--- src/rtl/cia_pkg.sv ---
package cia_pkg;
  localparam int ADDR_W = 8;
  localparam int DATA_W = 32;
  localparam int PIN_N = 8;
  // Register offsets
  localparam logic [7:0] CTRL_OFS = 8'h00;
  localparam logic [7:0] STAT_OFS = 8'h04;
  localparam logic [7:0] LINK_OFS = 8'h08;
  localparam logic [7:0] CMD_OFS = 8'h0c;
  // Control fields
  localparam int SEL_LSB = 0;
  localparam int LEN_LSB = 4;
  localparam int FSK_LAYER = 3;
  localparam int OVEN_BIT = 8;
  localparam int OVVAL_BIT = 9;
  localparam int INV_BIT = 10;
  localparam int QTX_BIT = 11;
  localparam int QRX_BIT = 12;
  localparam int PLLEN_BIT = 13;
  localparam int RAW_BIT = 16;
  localparam int EFF_BIT = 17;
  // Status fields
  localparam int SEEN_BIT = 0;
  localparam int TXAB_BIT = 1;
  localparam int RXAB_BIT = 2;
  // Link fields
  localparam int UNLK_BIT = 0;
  localparam int DONE_BIT = 1;
  localparam int ST_LSB = 4;
  // Command fields
  localparam int GOTX_BIT = 0;
  localparam int GORX_BIT = 1;
  localparam int STOP_BIT = 2;
  // Reset values
  localparam logic [2:0] SEL_RST = 3'h0;
  localparam logic [3:0] LEN_RST = 4'h0;
  // Warm-down timing
  localparam int CLK_NS = 40;
  localparam int WD_TIME_NS = 320;
  localparam int WD_CYC = (WD_TIME_NS + CLK_NS - 1) / CLK_NS;
  localparam logic [3:0] WD_LOAD = 4'(WD_CYC);
  typedef enum logic [1:0] {
    LL_IDLE,
    LL_TX,
    LL_RX,
    LL_WD
  } cia_ll_state_t;
endpackage

--- src/rtl/cia_coex_inhibit_abort.sv ---
// Added by the designer: the placing of the registers and strobed register access.
`timescale 1ns/10ps
`default_nettype none
module cia_coex_inhibit_abort
  import cia_pkg::*;
(
  input wire logic core_clk_in,
  input wire logic rstn_in,
  input wire logic [ADDR_W-1:0] addr_in,
  input wire logic [DATA_W-1:0] wdata_in,
  input wire logic wr_in,
  input wire logic rd_in,
  output logic [DATA_W-1:0] rdata_out,
  input wire logic [PIN_N-1:0] inhibit_pins_in,
  input wire logic synth_unlock_in,
  output logic [3:0] layer_inhibit_out,
  output logic fsk_tx_en_out,
  output logic fsk_rx_en_out,
  output logic pll_abort_out
);

  ////////////////////////////////////////////////////////////
  // Register bank
  logic [2:0] pin_sel_reg;
  logic [3:0] layer_en_reg;
  logic ovrd_en_reg;
  logic ovrd_val_reg;
  logic inv_reg;
  logic qual_tx_reg;
  logic qual_rx_reg;
  logic pll_en_reg;
  logic wr_ctrl;
  logic wr_stat;
  logic wr_link;
  logic wr_cmd;

  assign wr_ctrl = wr_in && (addr_in == CTRL_OFS);
  assign wr_stat = wr_in && (addr_in == STAT_OFS);
  assign wr_link = wr_in && (addr_in == LINK_OFS);
  assign wr_cmd = wr_in && (addr_in == CMD_OFS);

  always_ff @(posedge core_clk_in) begin
    if (!rstn_in) begin
      pin_sel_reg <= SEL_RST;
      layer_en_reg <= LEN_RST;
      ovrd_en_reg <= 1'b0;
      ovrd_val_reg <= 1'b0;
      inv_reg <= 1'b0;
      qual_tx_reg <= 1'b0;
      qual_rx_reg <= 1'b0;
      pll_en_reg <= 1'b0;
    end else if (wr_ctrl) begin
      pin_sel_reg <= wdata_in[SEL_LSB +: 3];
      layer_en_reg <= wdata_in[LEN_LSB +: 4];
      ovrd_en_reg <= wdata_in[OVEN_BIT];
      ovrd_val_reg <= wdata_in[OVVAL_BIT];
      inv_reg <= wdata_in[INV_BIT];
      qual_tx_reg <= wdata_in[QTX_BIT];
      qual_rx_reg <= wdata_in[QRX_BIT];
      pll_en_reg <= wdata_in[PLLEN_BIT];
    end
  end

  ////////////////////////////////////////////////////////////
  // Inhibit input path
  logic pin_mux;
  logic sync1_reg;
  logic sync2_reg;
  logic inh_eff;
  logic inh_prev_reg;
  logic inh_rise;

  assign pin_mux = inhibit_pins_in[pin_sel_reg];

  always_ff @(posedge core_clk_in) begin
    if (!rstn_in) begin
      sync1_reg <= 1'b0;
      sync2_reg <= 1'b0;
    end else begin
      sync1_reg <= pin_mux;
      sync2_reg <= sync1_reg;
    end
  end

  // Override wins over pin, invert acts on the pin only
  assign inh_eff = ovrd_en_reg ? ovrd_val_reg
                               : (sync2_reg ^ inv_reg);

  always_ff @(posedge core_clk_in) begin
    if (!rstn_in) begin
      inh_prev_reg <= 1'b0;
    end else begin
      inh_prev_reg <= inh_eff;
    end
  end

  assign inh_rise = inh_eff && !inh_prev_reg;

  always_ff @(posedge core_clk_in) begin
    if (!rstn_in) begin
      layer_inhibit_out <= 4'h0;
    end else begin
      layer_inhibit_out <= layer_en_reg & {4{inh_eff}};
    end
  end

  ////////////////////////////////////////////////////////////
  // Abort decision in the sequence manager
  cia_ll_state_t state_reg;
  cia_ll_state_t state_next;
  logic fsk_on;
  logic tx_ab;
  logic rx_ab;
  logic unlk_ab;
  logic abort_req;
  logic pll_abort_reg;

  assign fsk_on = layer_en_reg[FSK_LAYER] && inh_rise;
  assign tx_ab = fsk_on && qual_tx_reg && (state_reg == LL_TX);
  assign rx_ab = fsk_on && qual_rx_reg && (state_reg == LL_RX);
  assign unlk_ab = pll_en_reg && synth_unlock_in &&
                   ((state_reg == LL_TX) || (state_reg == LL_RX));
  assign abort_req = tx_ab || rx_ab || unlk_ab;

  always_ff @(posedge core_clk_in) begin
    if (!rstn_in) begin
      pll_abort_reg <= 1'b0;
    end else begin
      pll_abort_reg <= abort_req;
    end
  end

  assign pll_abort_out = pll_abort_reg;

  ////////////////////////////////////////////////////////////
  // Coexistence status flags, set wins over clear
  logic seen_reg;
  logic txab_reg;
  logic rxab_reg;

  always_ff @(posedge core_clk_in) begin
    if (!rstn_in) begin
      seen_reg <= 1'b0;
      txab_reg <= 1'b0;
      rxab_reg <= 1'b0;
    end else begin
      if (inh_rise) begin
        seen_reg <= 1'b1;
      end else if (wr_stat && wdata_in[SEEN_BIT]) begin
        seen_reg <= 1'b0;
      end
      if (tx_ab) begin
        txab_reg <= 1'b1;
      end else if (wr_stat && wdata_in[TXAB_BIT]) begin
        txab_reg <= 1'b0;
      end
      if (rx_ab) begin
        rxab_reg <= 1'b1;
      end else if (wr_stat && wdata_in[RXAB_BIT]) begin
        rxab_reg <= 1'b0;
      end
    end
  end

  ////////////////////////////////////////////////////////////
  // Warm-down timer of the sequence manager
  logic [3:0] wd_cnt_reg;
  logic seq_idle;

  always_ff @(posedge core_clk_in) begin
    if (!rstn_in) begin
      wd_cnt_reg <= 4'h0;
    end else if (state_reg != LL_WD && state_next == LL_WD) begin
      wd_cnt_reg <= WD_LOAD;
    end else if (wd_cnt_reg != 4'h0) begin
      wd_cnt_reg <= wd_cnt_reg - 4'h1;
    end
  end

  assign seq_idle = (wd_cnt_reg == 4'h0);

  ////////////////////////////////////////////////////////////
  // FSK link layer sequencer
  logic go_tx;
  logic go_rx;
  logic go_stop;

  // Launch refused while inhibit stands
  assign go_tx = wr_cmd && wdata_in[GOTX_BIT] && !inh_eff;
  assign go_rx = wr_cmd && wdata_in[GORX_BIT] && !inh_eff;
  assign go_stop = wr_cmd && wdata_in[STOP_BIT];

  always_comb begin
    state_next = state_reg;
    case (state_reg)
      LL_IDLE: begin
        if (go_tx) begin
          state_next = LL_TX;
        end else if (go_rx) begin
          state_next = LL_RX;
        end
      end
      LL_TX, LL_RX: begin
        if (pll_abort_reg || go_stop) begin
          state_next = LL_WD;
        end
      end
      LL_WD: begin
        if (seq_idle) begin
          state_next = LL_IDLE;
        end
      end
      default: begin
        state_next = LL_IDLE;
      end
    endcase
  end

  always_ff @(posedge core_clk_in) begin
    if (!rstn_in) begin
      state_reg <= LL_IDLE;
    end else begin
      state_reg <= state_next;
    end
  end

  always_ff @(posedge core_clk_in) begin
    if (!rstn_in) begin
      fsk_tx_en_out <= 1'b0;
      fsk_rx_en_out <= 1'b0;
    end else begin
      fsk_tx_en_out <= (state_next == LL_TX);
      fsk_rx_en_out <= (state_next == LL_RX);
    end
  end

  ////////////////////////////////////////////////////////////
  // Link layer interrupt flags
  logic unlk_irq_reg;
  logic done_irq_reg;
  logic done_set;

  assign done_set = (state_reg == LL_WD) && seq_idle;

  always_ff @(posedge core_clk_in) begin
    if (!rstn_in) begin
      unlk_irq_reg <= 1'b0;
      done_irq_reg <= 1'b0;
    end else begin
      if (pll_abort_reg && (state_reg == LL_TX || state_reg == LL_RX)) begin
        unlk_irq_reg <= 1'b1;
      end else if (wr_link && wdata_in[UNLK_BIT]) begin
        unlk_irq_reg <= 1'b0;
      end
      if (done_set) begin
        done_irq_reg <= 1'b1;
      end else if (wr_link && wdata_in[DONE_BIT]) begin
        done_irq_reg <= 1'b0;
      end
    end
  end

  ////////////////////////////////////////////////////////////
  // Read port
  logic [DATA_W-1:0] rd_mux;

  always_comb begin
    rd_mux = '0;
    case (addr_in)
      CTRL_OFS: begin
        rd_mux[SEL_LSB +: 3] = pin_sel_reg;
        rd_mux[LEN_LSB +: 4] = layer_en_reg;
        rd_mux[OVEN_BIT] = ovrd_en_reg;
        rd_mux[OVVAL_BIT] = ovrd_val_reg;
        rd_mux[INV_BIT] = inv_reg;
        rd_mux[QTX_BIT] = qual_tx_reg;
        rd_mux[QRX_BIT] = qual_rx_reg;
        rd_mux[PLLEN_BIT] = pll_en_reg;
        rd_mux[RAW_BIT] = sync2_reg;
        rd_mux[EFF_BIT] = inh_eff;
      end
      STAT_OFS: begin
        rd_mux[SEEN_BIT] = seen_reg;
        rd_mux[TXAB_BIT] = txab_reg;
        rd_mux[RXAB_BIT] = rxab_reg;
      end
      LINK_OFS: begin
        rd_mux[UNLK_BIT] = unlk_irq_reg;
        rd_mux[DONE_BIT] = done_irq_reg;
        rd_mux[ST_LSB +: 2] = state_reg;
      end
      default: begin
        rd_mux = '0;
      end
    endcase
  end

  always_ff @(posedge core_clk_in) begin
    if (!rstn_in) begin
      rdata_out <= '0;
    end else if (rd_in) begin
      rdata_out <= rd_mux;
    end else begin
      rdata_out <= '0;
    end
  end
endmodule // cia_coex_inhibit_abort
`default_nettype wire

--- config.mk ---
export PLATFORM = sky130hd
export DESIGN_NAME = cia_coex_inhibit_abort
export DESIGN_NICKNAME = d
export VERILOG_FILES = /design/src/rtl/cia_pkg.sv /design/src/rtl/cia_coex_inhibit_abort.sv
export SDC_FILE = /design/constraint.sdc
export NUM_CORES = 1
export LEC_CHECK = 0
export BUFFER_PORTS_ARGS = -buffer_cell sky130_fd_sc_hd__buf_2
export CAP_MARGIN = 20
export CORE_MARGIN = 2
export CORE_UTILIZATION = 43
export CTS_CLUSTER_DIAMETER = 80
export CTS_CLUSTER_SIZE = 10
export DETAILED_ROUTE_END_ITERATION = 6
export PLACE_DENSITY_LB_ADDON = 0.25
export SETUP_SLACK_MARGIN = 0.5
export SYNTH_ARGS = -nofsm -noshare
export SYNTH_HDL_FRONTEND = slang
export SYNTH_SLANG_ARGS = --single-unit
--- constraint.sdc ---
create_clock -name core_clk_in -period 1.7 [get_ports core_clk_in]
set_input_delay 0.085 -clock core_clk_in [delete_from_list [all_inputs] [get_ports core_clk_in]]
set_output_delay 0.085 -clock core_clk_in [all_outputs]
set_load 0.005 [all_outputs]
Word level (Yosys, flattened, before mapping)

Cells that the tools add are included.
Widths: inputs -> output; s select.

Register bits after elaboration: 66
Input bits: 53
Output and inout port bits: 39

Add/subtract/negate cells: 1
Order comparisons: 1
Eq/ne operators: 10
Mux-type cells: 23
Bitwise logic cells: 3
Reduce and logical (&&, ||, !) cells: 45

Operators with widths:

| operator            | number |
|---|---|
| $logic_and 1x1->1   | 25 |
| $eq 8x4->1 const B  | 2 |
| $mux 1              | 12 |
| $pmux 2 s3          | 2 |
| $reduce_bool 2->1   | 6 |
| $eq 2x2->1 const B  | 4 |
| $eq 8x3->1 const B  | 1 |
| $logic_not 8->1     | 1 |
| $mux 2              | 4 |
| $mux 4              | 2 |
| $and 4x4->4         | 1 |
| $eq 2x1->1 const B  | 2 |
| $logic_not 4->1     | 1 |
| $logic_or 1x1->1    | 4 |
| $lt 3x4->1 const B  | 1 |
| $pmux 2 s2          | 1 |
| $reduce_bool 4->1   | 1 |
| $reduce_or 2->1     | 2 |
| $sub 4x1->4 const B | 1 |
| $bmux 1 s3          | 1 |
| $reduce_and 3->1    | 1 |
| $logic_not 1->1     | 2 |
| $logic_not 2->1     | 1 |
| $ne 2x2->1 const B  | 1 |
| other kinds (4)     | 4 |

Logic depth before layout (Yosys ltp)

Gate-level depths: netlist of the first run.

Depth in word-level cells: 10
Gate-level depth with buffers: 8

Worst setup path before layout of the first run

Ideal clock, no wire load.

Kind: flip-flop to flip-flop
Start point: register state_reg[0]
End point: register wd_cnt_reg[0]
Library setup time: 0.079 ns
Arrival time: 1.757 ns
Path slack: -0.137 ns
Cell stages (with the launch flop): 9
Clock period less this slack: 1.837 ns
Cell sequence: dfxtp_1 > inv_1 > ha_1 > nor2_1 > o22a_1 > o211a_1 > nor3_2 > o211a_4 > a211oi_2

Longest elaborated chain between the ends: 6
Elaborated cells between the ends (all ways): 14
Those cells by class: eq/ne (5); mux (5); reduce/logical (4)

Ends and longest elaborated chain:

| item                                      | line                                                         | RTL |
|---|---|---|
| from (decl)                               | cia_coex_inhibit_abort.sv:109                                | `cia_ll_state_t state_reg;` |
| from (signal assigned)                    | cia_coex_inhibit_abort.sv:223                                | `state_reg <= state_next;` |
| $eq 2x1->1, or another cell as far along  | cia_coex_inhibit_abort.sv:195                                | `case (state_reg)` |
| $reduce_or 2->1 or $mux 2 (tied branches) | cia_coex_inhibit_abort.sv:195, cia_coex_inhibit_abort.sv:197 |  |
| $pmux 2 s3                                | cia_coex_inhibit_abort.sv:195                                |  |
| $eq 2x2->1                                | cia_coex_inhibit_abort.sv:173                                | `end else if (state_reg != LL_WD && state_next == LL_WD) begin` |
| $logic_and 1x1->1 *                       | cia_coex_inhibit_abort.sv:173                                |  |
| $reduce_or 2->1 (no line) *               | --                                                           |  |
| to (signal assigned)                      | cia_coex_inhibit_abort.sv:176                                | `wd_cnt_reg <= wd_cnt_reg - 4'h1;` |
| to (decl)                                 | cia_coex_inhibit_abort.sv:167                                | `logic [3:0] wd_cnt_reg;` |

Every way passes the cells marked *; elsewhere a longest branch is shown, timed or not.
A chain may end at the register's enable or synchronous reset.

Worst setup path in the final report of the first run

Start point: register sync2_reg
End point: register wd_cnt_reg[0]

Longest elaborated chain between the ends: 10
Elaborated cells between the ends (all ways): 11
Those cells by class: eq/ne (1); mux (4); bitwise (1); reduce/logical (5)

Ends and longest elaborated chain:

| item                        | line                                                         | RTL |
|---|---|---|
| from (decl)                 | cia_coex_inhibit_abort.sv:68                                 | `logic sync2_reg;` |
| from (signal assigned)      | cia_coex_inhibit_abort.sv:81                                 | `sync2_reg <= sync1_reg;` |
| $xor 1x1->1 *               | cia_coex_inhibit_abort.sv:87                                 | `: (sync2_reg ^ inv_reg);` |
| $mux 1 *                    | cia_coex_inhibit_abort.sv:86                                 | `assign inh_eff = ovrd_en_reg ? ovrd_val_reg` |
| $logic_not 1->1 *           | cia_coex_inhibit_abort.sv:189, cia_coex_inhibit_abort.sv:190 |  |
| $logic_and 1x1->1           | cia_coex_inhibit_abort.sv:190                                | `assign go_rx = wr_cmd && wdata_in[GORX_BIT] && !inh_eff;` |
| $mux 2                      | cia_coex_inhibit_abort.sv:199                                | `end else if (go_rx) begin` |
| $mux 2 *                    | cia_coex_inhibit_abort.sv:197                                | `if (go_tx) begin` |
| $pmux 2 s3 *                | cia_coex_inhibit_abort.sv:195                                |  |
| $eq 2x2->1 *                | cia_coex_inhibit_abort.sv:173                                |  |
| $logic_and 1x1->1 *         | cia_coex_inhibit_abort.sv:173                                |  |
| $reduce_or 2->1 (no line) * | --                                                           |  |

Marks and branches as above.

==> out/metrics.cfg, run 1 <==
[grt]
grt_max_degree=16
grtUsageTotal=0.191
grt_pass1_wl_um=7900
grt_pass1_vias=1650
grt-ovfl-total=0
antenna_found_initial=0

[power_and_ir_drop]
vdd_drop_max_mv=0.531
power.share.sequential=0.367
p_sw_frac=0.318
switching_power_mw=1.12
intPower_mw=2.41
p_comb_frac=0.404
power.total_mw=3.53
p_leak_nw=1.41
pwr-share-clk=0.229
powerDensity_mw_per_mm2=1180

[critical_path]
cp-start-kind=register
r2r_slack_ns=0.04
cp-end-kind=register
r2r-end=wd_cnt_reg[0]
timing.critical_path.from=sync2_reg
crit_end=wd_cnt_reg[0]
cp_max_fo=4
reg2regPathDepth=6
rr_startpoint=sync2_reg
critPathRequiredTime_ns=1.91
worst_ep_arrival_time_ns=1.88
criticalPathCategory=reg -> reg

[sta]
min_period_over_period=0.978
worst_slack_ns=0.0381
hold_viol_final=0
maxSlewViolCount=0
tightest_slew_ns=0.574
slew_headroom=0.616
clock_skew_ns=0.00839
setup_viol=0
fmax_mhz=602
rsz0062_at_grt=yes
post-route-min-period_ns=1.66

[synthesis]
synth_commonest_cells=dfxtp_1 (49), nor2_1 (31), buf_4 (17), mux2i_1 (17), nand2_1 (13)
syn_area_mm2=0.00217
yosys.area.top_type=dfxtp_1
seq_area_frac_synth=0.452
synth-seq-cells=49
yosysMostFrequentCell=dfxtp_1
synth-main-ff-cell=dfxtp_1
synthTopCellsByArea=dfxtp_1 (45%), mux2i_1 (7.8%), buf_4 (5.9%), nor2_1 (5.4%), ha_1 (3.5%)
yosys.area.top_type_share=0.452
ys_types=43
yosys_warnings=0
syn_area_per_cell_um2=9.61
synth_cells=226
async_reset_ff_frac=0
synth_edf_count=0

[clocking]
cts.clk_slew.worst_paths_ns=0.09
htree_levels=2
root_buffer=clkbuf_8
clock_latency_ns=0.30
cts_buffers=5
cts_tree=built
clock_tree.buffer_depth=2
hold_buffers=0
cts_sinks=49

[placed_design]
place_ws_ns=-0.0313
portBuffers=55
postPlaceCellArea_mm2=0.00265
place_hpwl_um=3730
place_congestion=0.791

[route]
ant_nets=0
vias=1837
first_pass_iters=4
wl_per_cell_um=13.5
vias_per_cell=4.85
drt_iter0_drc=91
drc=0
routed_wl_um=5120

[layout]
syn_to_final_growth_pct=37.7
seqCellArea_um2=996
drive_above_1_share=0.442
diodes=0
stdcell_area_mm2=0.00299
largest_reg_flops=15
fillCellCount=400
nets=371
regMostFlops=rdata_out
multi_input_area_mm2=0.00125

[worst_hold_path]
hold_path_class=in -> reg

[floorplanning]
rows=25
die_x_um=75.1
num_io_pins=92
die_y_um=75.1
core_area_mm2=0.00479
initial_core_util=0.454
fp.dieArea_mm2=0.00564

[status]
status=completed

[run]
maxCapViolCount=0

final cells by class:
| class | instances | area share |
|---|---|---|
| multi-input cells | 163 | 0.418 |
| flip-flops and latches | 49 | 0.333 |
| repair buffers | 85 | 0.174 |
| well taps | 67 | 0.0280 |
| clock buffers | 5 | 0.0230 |
| clock inverters | 2 | 0.0130 |
| inverters | 8 | 0.0109 |
per-layer routing:
layer | GRT usage | part of all wire | routed length, um | vias to the layer above
met5 | 0 | 0 | 0 | -
met4 | 0.0675 | 0.013 | 65 | 0
li1 | - | - | - | 922
met1 | 0.261 | 0.45 | 2300 | 825
met3 | 0.0348 | 0.073 | 374 | 6
met2 | 0.302 | 0.46 | 2380 | 84
worst min-delay path by stage:
stage                       startpoint      endpoint  slack (ns)  cells after the start
after floorplan           wdata_in[10]       inv_reg        0.23                      2
after global routing      wdata_in[12]   qual_rx_reg        0.03                      3
final                     wdata_in[11]   qual_tx_reg        0.01                      3
after global placement     wdata_in[9]  ovrd_val_reg        0.32                      3
after CTS                 wdata_in[11]   qual_tx_reg       0.007                      3
after detailed placement  wdata_in[11]   qual_tx_reg        0.32                      3
power groups by stage:
stage / Sequential [mW] / Combinational [mW] / Clock, mW
after CTS: 1.29 / 1.32 / 0.827
final: 1.30 / 1.43 / 0.809
after global routing: 1.30 / 1.57 / 0.878
after global placement: 1.31 / 1.14 / 0
after detailed placement: 1.31 / 1.15 / 0
after floorplan: 1.31 / 0.784 / 0
per-stage QoR:
stage	utilization	TNS, ns	cells	hold WS, ns
final	0.625	0	379	0.0113
after global routing	0.625	-0.0802	379	0.0272
after CTS	0.602	0	376	0.00708
after detailed placement	0.553	-0.0313	361	0.324
after global placement	0.553	0	361	0.321
after floorplan	-	0	242	0.229
worst max-delay path, cell delays in order (launching register included):
cell	delay, ns
dfxtp_2	0.35
xnor2_2	0.22
o211ai_1	0.19
o31ai_2	0.24
a21oi_2	0.11
o211a_4	0.25
a211oi_2	0.22
cell usage in the layout (no fill, tap or decap), types with 2 or more instances in the layout:
master	count
a21oi_1	7
a21oi_2	4
and2_1	10
and3_1	6
buf_2	54
buf_4	26
buf_6	5
clkbuf_8	5
conb_1	17
dfxtp_1	41
dfxtp_2	6
dfxtp_4	2
ha_1	4
ha_4	2
inv_1	4
inv_2	3
mux2i_1	16
mux4_2	2
nand2_1	12
nand3_1	6
nand4_1	3
nor2_1	27
nor2_4	3
nor3_1	5
nor4_4	3
o211ai_1	3
o21a_1	3
cell families after synthesis:
group | synth area share
AO/OA/AOI/OAI | 0.102
flip-flops | 0.452
adder cells (fa/ha/maj) | 0.0346
multiplexers | 0.0991
XOR/XNOR | 0.0121
AND/OR/NAND/NOR | 0.214
other | 0.00173
buffers and inverters | 0.0847
timing repair:
action / CTS / global route
endpoints found under the setup margin: 15 / 27
gates cloned: 0 / 1
gates resized for setup: 21 / 16
pin swaps: 10 / 9
setup buffers: 8 / 2
endpoints found under the hold margin: 0 / 0
Note: power is estimated with default switching activity, not from simulation.
==> run 2: changes to the inputs <==
--- a/config.mk
+++ b/config.mk
@@ -8,7 +8,8 @@
 export BUFFER_PORTS_ARGS = -buffer_cell sky130_fd_sc_hd__buf_2
 export CAP_MARGIN = 20
 export CORE_MARGIN = 2
-export CORE_UTILIZATION = 43
+export CORE_UTILIZATION = 44
+export CTS_BUF_LIST = sky130_fd_sc_hd__clkbuf_4 sky130_fd_sc_hd__clkbuf_8
 export CTS_CLUSTER_DIAMETER = 80
 export CTS_CLUSTER_SIZE = 10
 export DETAILED_ROUTE_END_ITERATION = 6
==> run 2 against run 1 <==
Compared with the run above:
- global-route usage rose by 0.21 points
- critical endpoint is now wd_cnt_reg[1]
- largest power group unchanged
- sequential share of layout area rose by 0.96 points
- total power fell by 4.3%
==> out/metrics.cfg, run 2 (same netlist as run 1, synthesis figures left out) <==
[status]
status=completed

[power_and_ir_drop]
p_leak_nw=1.39
powerDensity_mw_per_mm2=1160
vdd_drop_max_mv=0.392
switching_power_mw=1.11
p_comb_frac=0.405
intPower_mw=2.28
power.share.sequential=0.385
pwr-share-clk=0.210
p_sw_frac=0.327

[layout]
seqCellArea_um2=996
largest_reg_flops=15
final_common_cell=buf_2
drive_above_1_share=0.424
diodes=0
nets=369
syn_to_final_growth_pct=33.9
multi_input_area_mm2=0.00121
layout_common_cells=buf_2 (55), dfxtp_1 (41), nor2_1 (29), buf_4 (29)
regMostFlops=rdata_out
fin_util=0.612
stdcell_count=378
fillCellCount=431

[clocking]
cts_tree=built
hold_buffers=0
clock_latency_ns=0.30
cts_sinks=49
root_buffer=clkbuf_8
cts.clk_slew.worst_paths_ns=0.09
clock_tree.buffer_depth=2
cts_buffers=5
htree_levels=2

[floorplanning]
die_x_um=74.3
core_area_mm2=0.00475
fp.dieArea_mm2=0.00551
initial_core_util=0.457
rows=25
die_y_um=74.3
num_io_pins=92

[critical_path]
cp-end-kind=register
crit_end=wd_cnt_reg[1]
r2r-end=wd_cnt_reg[1]
reg2regPathDepth=8
slowest_delay_ns=0.36
rr_startpoint=state_reg[1]
criticalPathCategory=reg -> reg
worst_path_max_delay_cell=dfxtp_2
r2r_slack_ns=0.05
cp_max_fo=4
worst_ep_arrival_time_ns=1.83
cp-start-kind=register
timing.critical_path.from=state_reg[1]
critPathRequiredTime_ns=1.88
crit_chain=inv_2, ha_4, nor2_4, o22a_1, o211a_1, nor3_4, o211a_4, a21oi_1

[sta]
min_period_over_period=0.970
setup_viol=0
clock_skew_ns=0.00883
hold_viol_final=0
post-route-min-period_ns=1.65
fmax_mhz=606
fin_setup_tns_ns=0
maxSlewViolCount=0
rsz0062_at_grt=yes

[run]
maxCapViolCount=0

[route]
wl_per_cell_um=13.3
first_pass_iters=4
wl_met2_um=2270
vias=1834
vias_per_cell=4.85
routed_wl_um=5030
drt_iter0_drc=73
ant_nets=0
top_layer=met4
wl_met1_um=2260
drc=0
wl_met3_um=407

[grt]
grt_pass1_wl_um=8000
grtUsageTotal=0.193
grt_max_degree=16
grt_pass1_vias=1724
grt-ovfl-total=0
antenna_found_initial=0

[worst_hold_path]
hold_path_class=in -> reg

[placed_design]
place_hpwl_um=3690
place_congestion=0.782
portBuffers=55
dp.cells=362

==> run 2: how the worst min path moves through the flow <==
stage | start | endpoint | slack, ns | cells past startpoint
after floorplan | wdata_in[10] | inv_reg | 0.23 | 2
final | wdata_in[12] | qual_rx_reg | 0.008 | 3
after CTS | wdata_in[12] | qual_rx_reg | 0.009 | 3
after global routing | wdata_in[9] | ovrd_val_reg | 0.02 | 3
after detailed placement | wdata_in[4] | layer_en_reg[0] | 0.33 | 3
after global placement | wdata_in[9] | ovrd_val_reg | 0.32 | 3
==> run 2: power groups by stage <==
stage          Sequential (mW)  Clock [mW]  Combinational (mW)
2_1_floorplan             1.31           0               0.784
3_3_place_gp              1.32           0                1.13
3_5_place_dp              1.32           0                1.14
4_1_cts                   1.30       0.727                1.22
5_1_grt                   1.31       0.780                1.51
6_report                  1.30       0.710                1.37
==> run 2: final cells by class <==
cell class,count,share of cell area
Sequential cell,49,0.343
Inverter,8,0.0103
Clock inverter,2,0.00473
Multi-Input combinational cell,162,0.416
Clock buffer,6,0.0284
Tap cell,67,0.0288
Timing Repair Buffer,84,0.170
==> run 2: routing by layer <==
| metal | vias to the layer above | track usage |
|---|---|---|
| met5 | - | 0 |
| met4 | 0 | 0.0655 |
| met3 | 12 | 0.0515 |
| met2 | 75 | 0.313 |
| met1 | 831 | 0.251 |
| li1 | 916 | - |
==> run 2: through the flow <==
stage,area (um2),hold slack [ns],worst slack (ns),total power [mW]
floorplan,2300,0.229,0.106,2.10
global placement,2660,0.320,0.0226,2.44
detailed placement,2660,0.328,0.0126,2.46
CTS,2810,0.00911,0.0379,3.25
global route,2910,0.0218,-0.0212,3.60
finish,2910,0.00803,0.0506,3.38
==> run 2: timing repair <==
| action | in CTS | in global routing |
|---|---|---|
| hold endpoints to repair | 0 | 0 |
| setup buffers | 4 | 4 |
| pin swaps | 4 | 4 |
| gates resized for setup | 12 | 12 |
| endpoints found under the setup margin | 14 | 25 |
==> run 2: worst max-delay path: cells and delay by family (launching register included) <==
family                   cells  cell delay (ns)
buffers and inverters        1             0.06
AND/OR/NAND/NOR              2             0.20
adder cells (fa/ha/maj)      1             0.29
flip-flops                   1             0.36
AO/OA/AOI/OAI                4             0.64
==> run 3: changes to the inputs <==
--- a/config.mk
+++ b/config.mk
@@ -7,13 +7,14 @@
 export LEC_CHECK = 0
 export BUFFER_PORTS_ARGS = -buffer_cell sky130_fd_sc_hd__buf_2
 export CAP_MARGIN = 20
-export CORE_MARGIN = 2
+export CORE_MARGIN = 3
 export CORE_UTILIZATION = 44
 export CTS_BUF_LIST = sky130_fd_sc_hd__clkbuf_4 sky130_fd_sc_hd__clkbuf_8
 export CTS_CLUSTER_DIAMETER = 80
 export CTS_CLUSTER_SIZE = 10
 export DETAILED_ROUTE_END_ITERATION = 6
-export PLACE_DENSITY_LB_ADDON = 0.25
+export HOLD_SLACK_MARGIN = 0.08
+export PLACE_DENSITY = 0.74
 export SETUP_SLACK_MARGIN = 0.5
 export SYNTH_ARGS = -nofsm -noshare
 export SYNTH_HDL_FRONTEND = slang
==> run 3 against run 2 <==
Compared with the run above:
- maximum frequency increased by 0.42%
- clock power decreased by 3.0%
- sequential share of layout area decreased by 2.5 points
- setup slack improved by 0.0069 ns
- core utilization increased by 7.5 points
- combinational power increased by 18%
- total power increased by 6.5%
- highest routed layer unchanged
==> out/metrics.cfg, run 3 (same netlist as run 1, synthesis figures left out) <==
[status]
status=completed

[power_and_ir_drop]
p_leak_nw=1.44
powerDensity_mw_per_mm2=1150
intPower_mw=2.40
power.total_mw=3.60
power.share.sequential=0.362
vdd_drop_max_mv=0.564
switching_power_mw=1.21
p_sw_frac=0.335
p_comb_frac=0.447
pwr-share-clk=0.191

[clocking]
cts.clk_slew.worst_paths_ns=0.09
clock_latency_ns=0.30
htree_levels=2
cts_tree=built
root_buffer=clkbuf_8
cts_buffers=5
clock_tree.buffer_depth=2
cts_sinks=49

[sta]
slew_headroom=0.618
tightest_slew_ns=0.572
post-route-min-period_ns=1.64
fmax_mhz=609
hold_viol_final=0
setup_viol=0
clock_skew_ns=0.00586
min_period_over_period=0.966
rsz0062_at_grt=yes
maxSlewViolCount=0

[layout]
fin_util=0.687
nets=383
largest_reg_flops=15
diodes=0
fillCellCount=338
regMostFlops=rdata_out
final_common_cell=buf_2
syn_to_final_growth_pct=44.3
layout_common_cells=buf_2 (53), dfxtp_1 (42), nor2_1 (26), buf_4 (24)
drive_above_1_share=0.428

[critical_path]
criticalPathCategory=reg -> reg
worst_ep_arrival_time_ns=1.83
cp-end-kind=register
cp_max_fo=4
cp-start-kind=register
critPathRequiredTime_ns=1.88

[route]
vias_per_cell=4.99
routed_wl_um=5560
vias=1947
wl_per_cell_um=14.3
drc=0
drt_iter0_drc=110
ant_nets=0
first_pass_iters=4

[floorplanning]
core_area_mm2=0.00456
die_x_um=76.3
initial_core_util=0.476
rows=24
die_y_um=76.3
num_io_pins=92
fp.dieArea_mm2=0.00582

[grt]
antenna_found_initial=0
grt_max_degree=16
grtUsageTotal=0.187
grt_pass1_wl_um=8870
grt-ovfl-total=0
grt_pass1_vias=1878

[worst_hold_path]
hold_path_class=in -> reg

[run]
maxCapViolCount=0

[placed_design]
portBuffers=55
place_hpwl_um=3780
place_congestion=0.818

## run 3: stage by stage
stage                     setup TNS, ns  setup slack [ns]  area (um2)  hold slack [ns]  cells
after floorplan                       0             0.106        2300            0.229    242
after global placement                0           0.00547        2620            0.316    355
after detailed placement       -0.00412          -0.00412        2620            0.322    355
after CTS                             0            0.0196        2960           0.0831    385
after global routing            -0.0644           -0.0205        3130            0.116    390
final                                 0            0.0575        3130           0.0905    390
## run 3: worst max-delay path, stage by stage (launching register included)
cell and delay, ns:
dfxtp_4 0.38, inv_4 0.04, ha_4 0.28, nor2_4 0.04, o22a_1 0.20, o211a_4 0.16, nor3_4 0.14, o211a_4 0.22
a21oi_1 0.07
## run 3: area by class of cell
class	count	area, um2	share of cell area
clock buffers	6	76.3	0.0244
clock inverters	2	13.8	0.00439
inverters	8	32.5	0.0104
multi-input cells	164	1290	0.412
flip-flops and latches	49	995	0.317
well taps	65	81.3	0.0259
repair buffers	96	644	0.206
## run 3: layer usage
| metal | up-vias | wire length, um | GRT usage |
|---|---|---|---|
| met2 | 86 | 2700 | 0.303 |
| met1 | 900 | 2350 | 0.248 |
| met4 | 0 | 139 | 0.0616 |
| met5 | - | 0 | 0 |
| li1 | 950 | - | - |
| met3 | 11 | 366 | 0.0378 |
## run 3: power by group through the flow
stage / clock, mW / sequential [mW] / combinational (mW)
2_1_floorplan: 0 / 1.31 / 0.784
3_3_place_gp: 0 / 1.32 / 1.09
3_5_place_dp: 0 / 1.32 / 1.12
4_1_cts: 0.707 / 1.30 / 1.39
5_1_grt: 0.755 / 1.32 / 1.75
6_report: 0.689 / 1.30 / 1.61
## run 3: worst paths after layout
check,from,endpoint,slack [ns],cells after the start
worst min register to register,sync1_reg,sync2_reg,0.45,1
worst max-delay path,state_reg[0],wd_cnt_reg[2],0.06,8
worst max register to register,state_reg[0],wd_cnt_reg[2],0.06,8
worst min-delay path,wdata_in[2],rxab_reg,0.09,4
## run 3: what timing repair did
action	in CTS	in global routing
pin swaps	12	12
buffers inserted	10	3
hold buffers	12	0
gates resized for setup	17	25
setup endpoints to repair	14	37
gates cloned	0	2
endpoints found under the hold margin	12	0
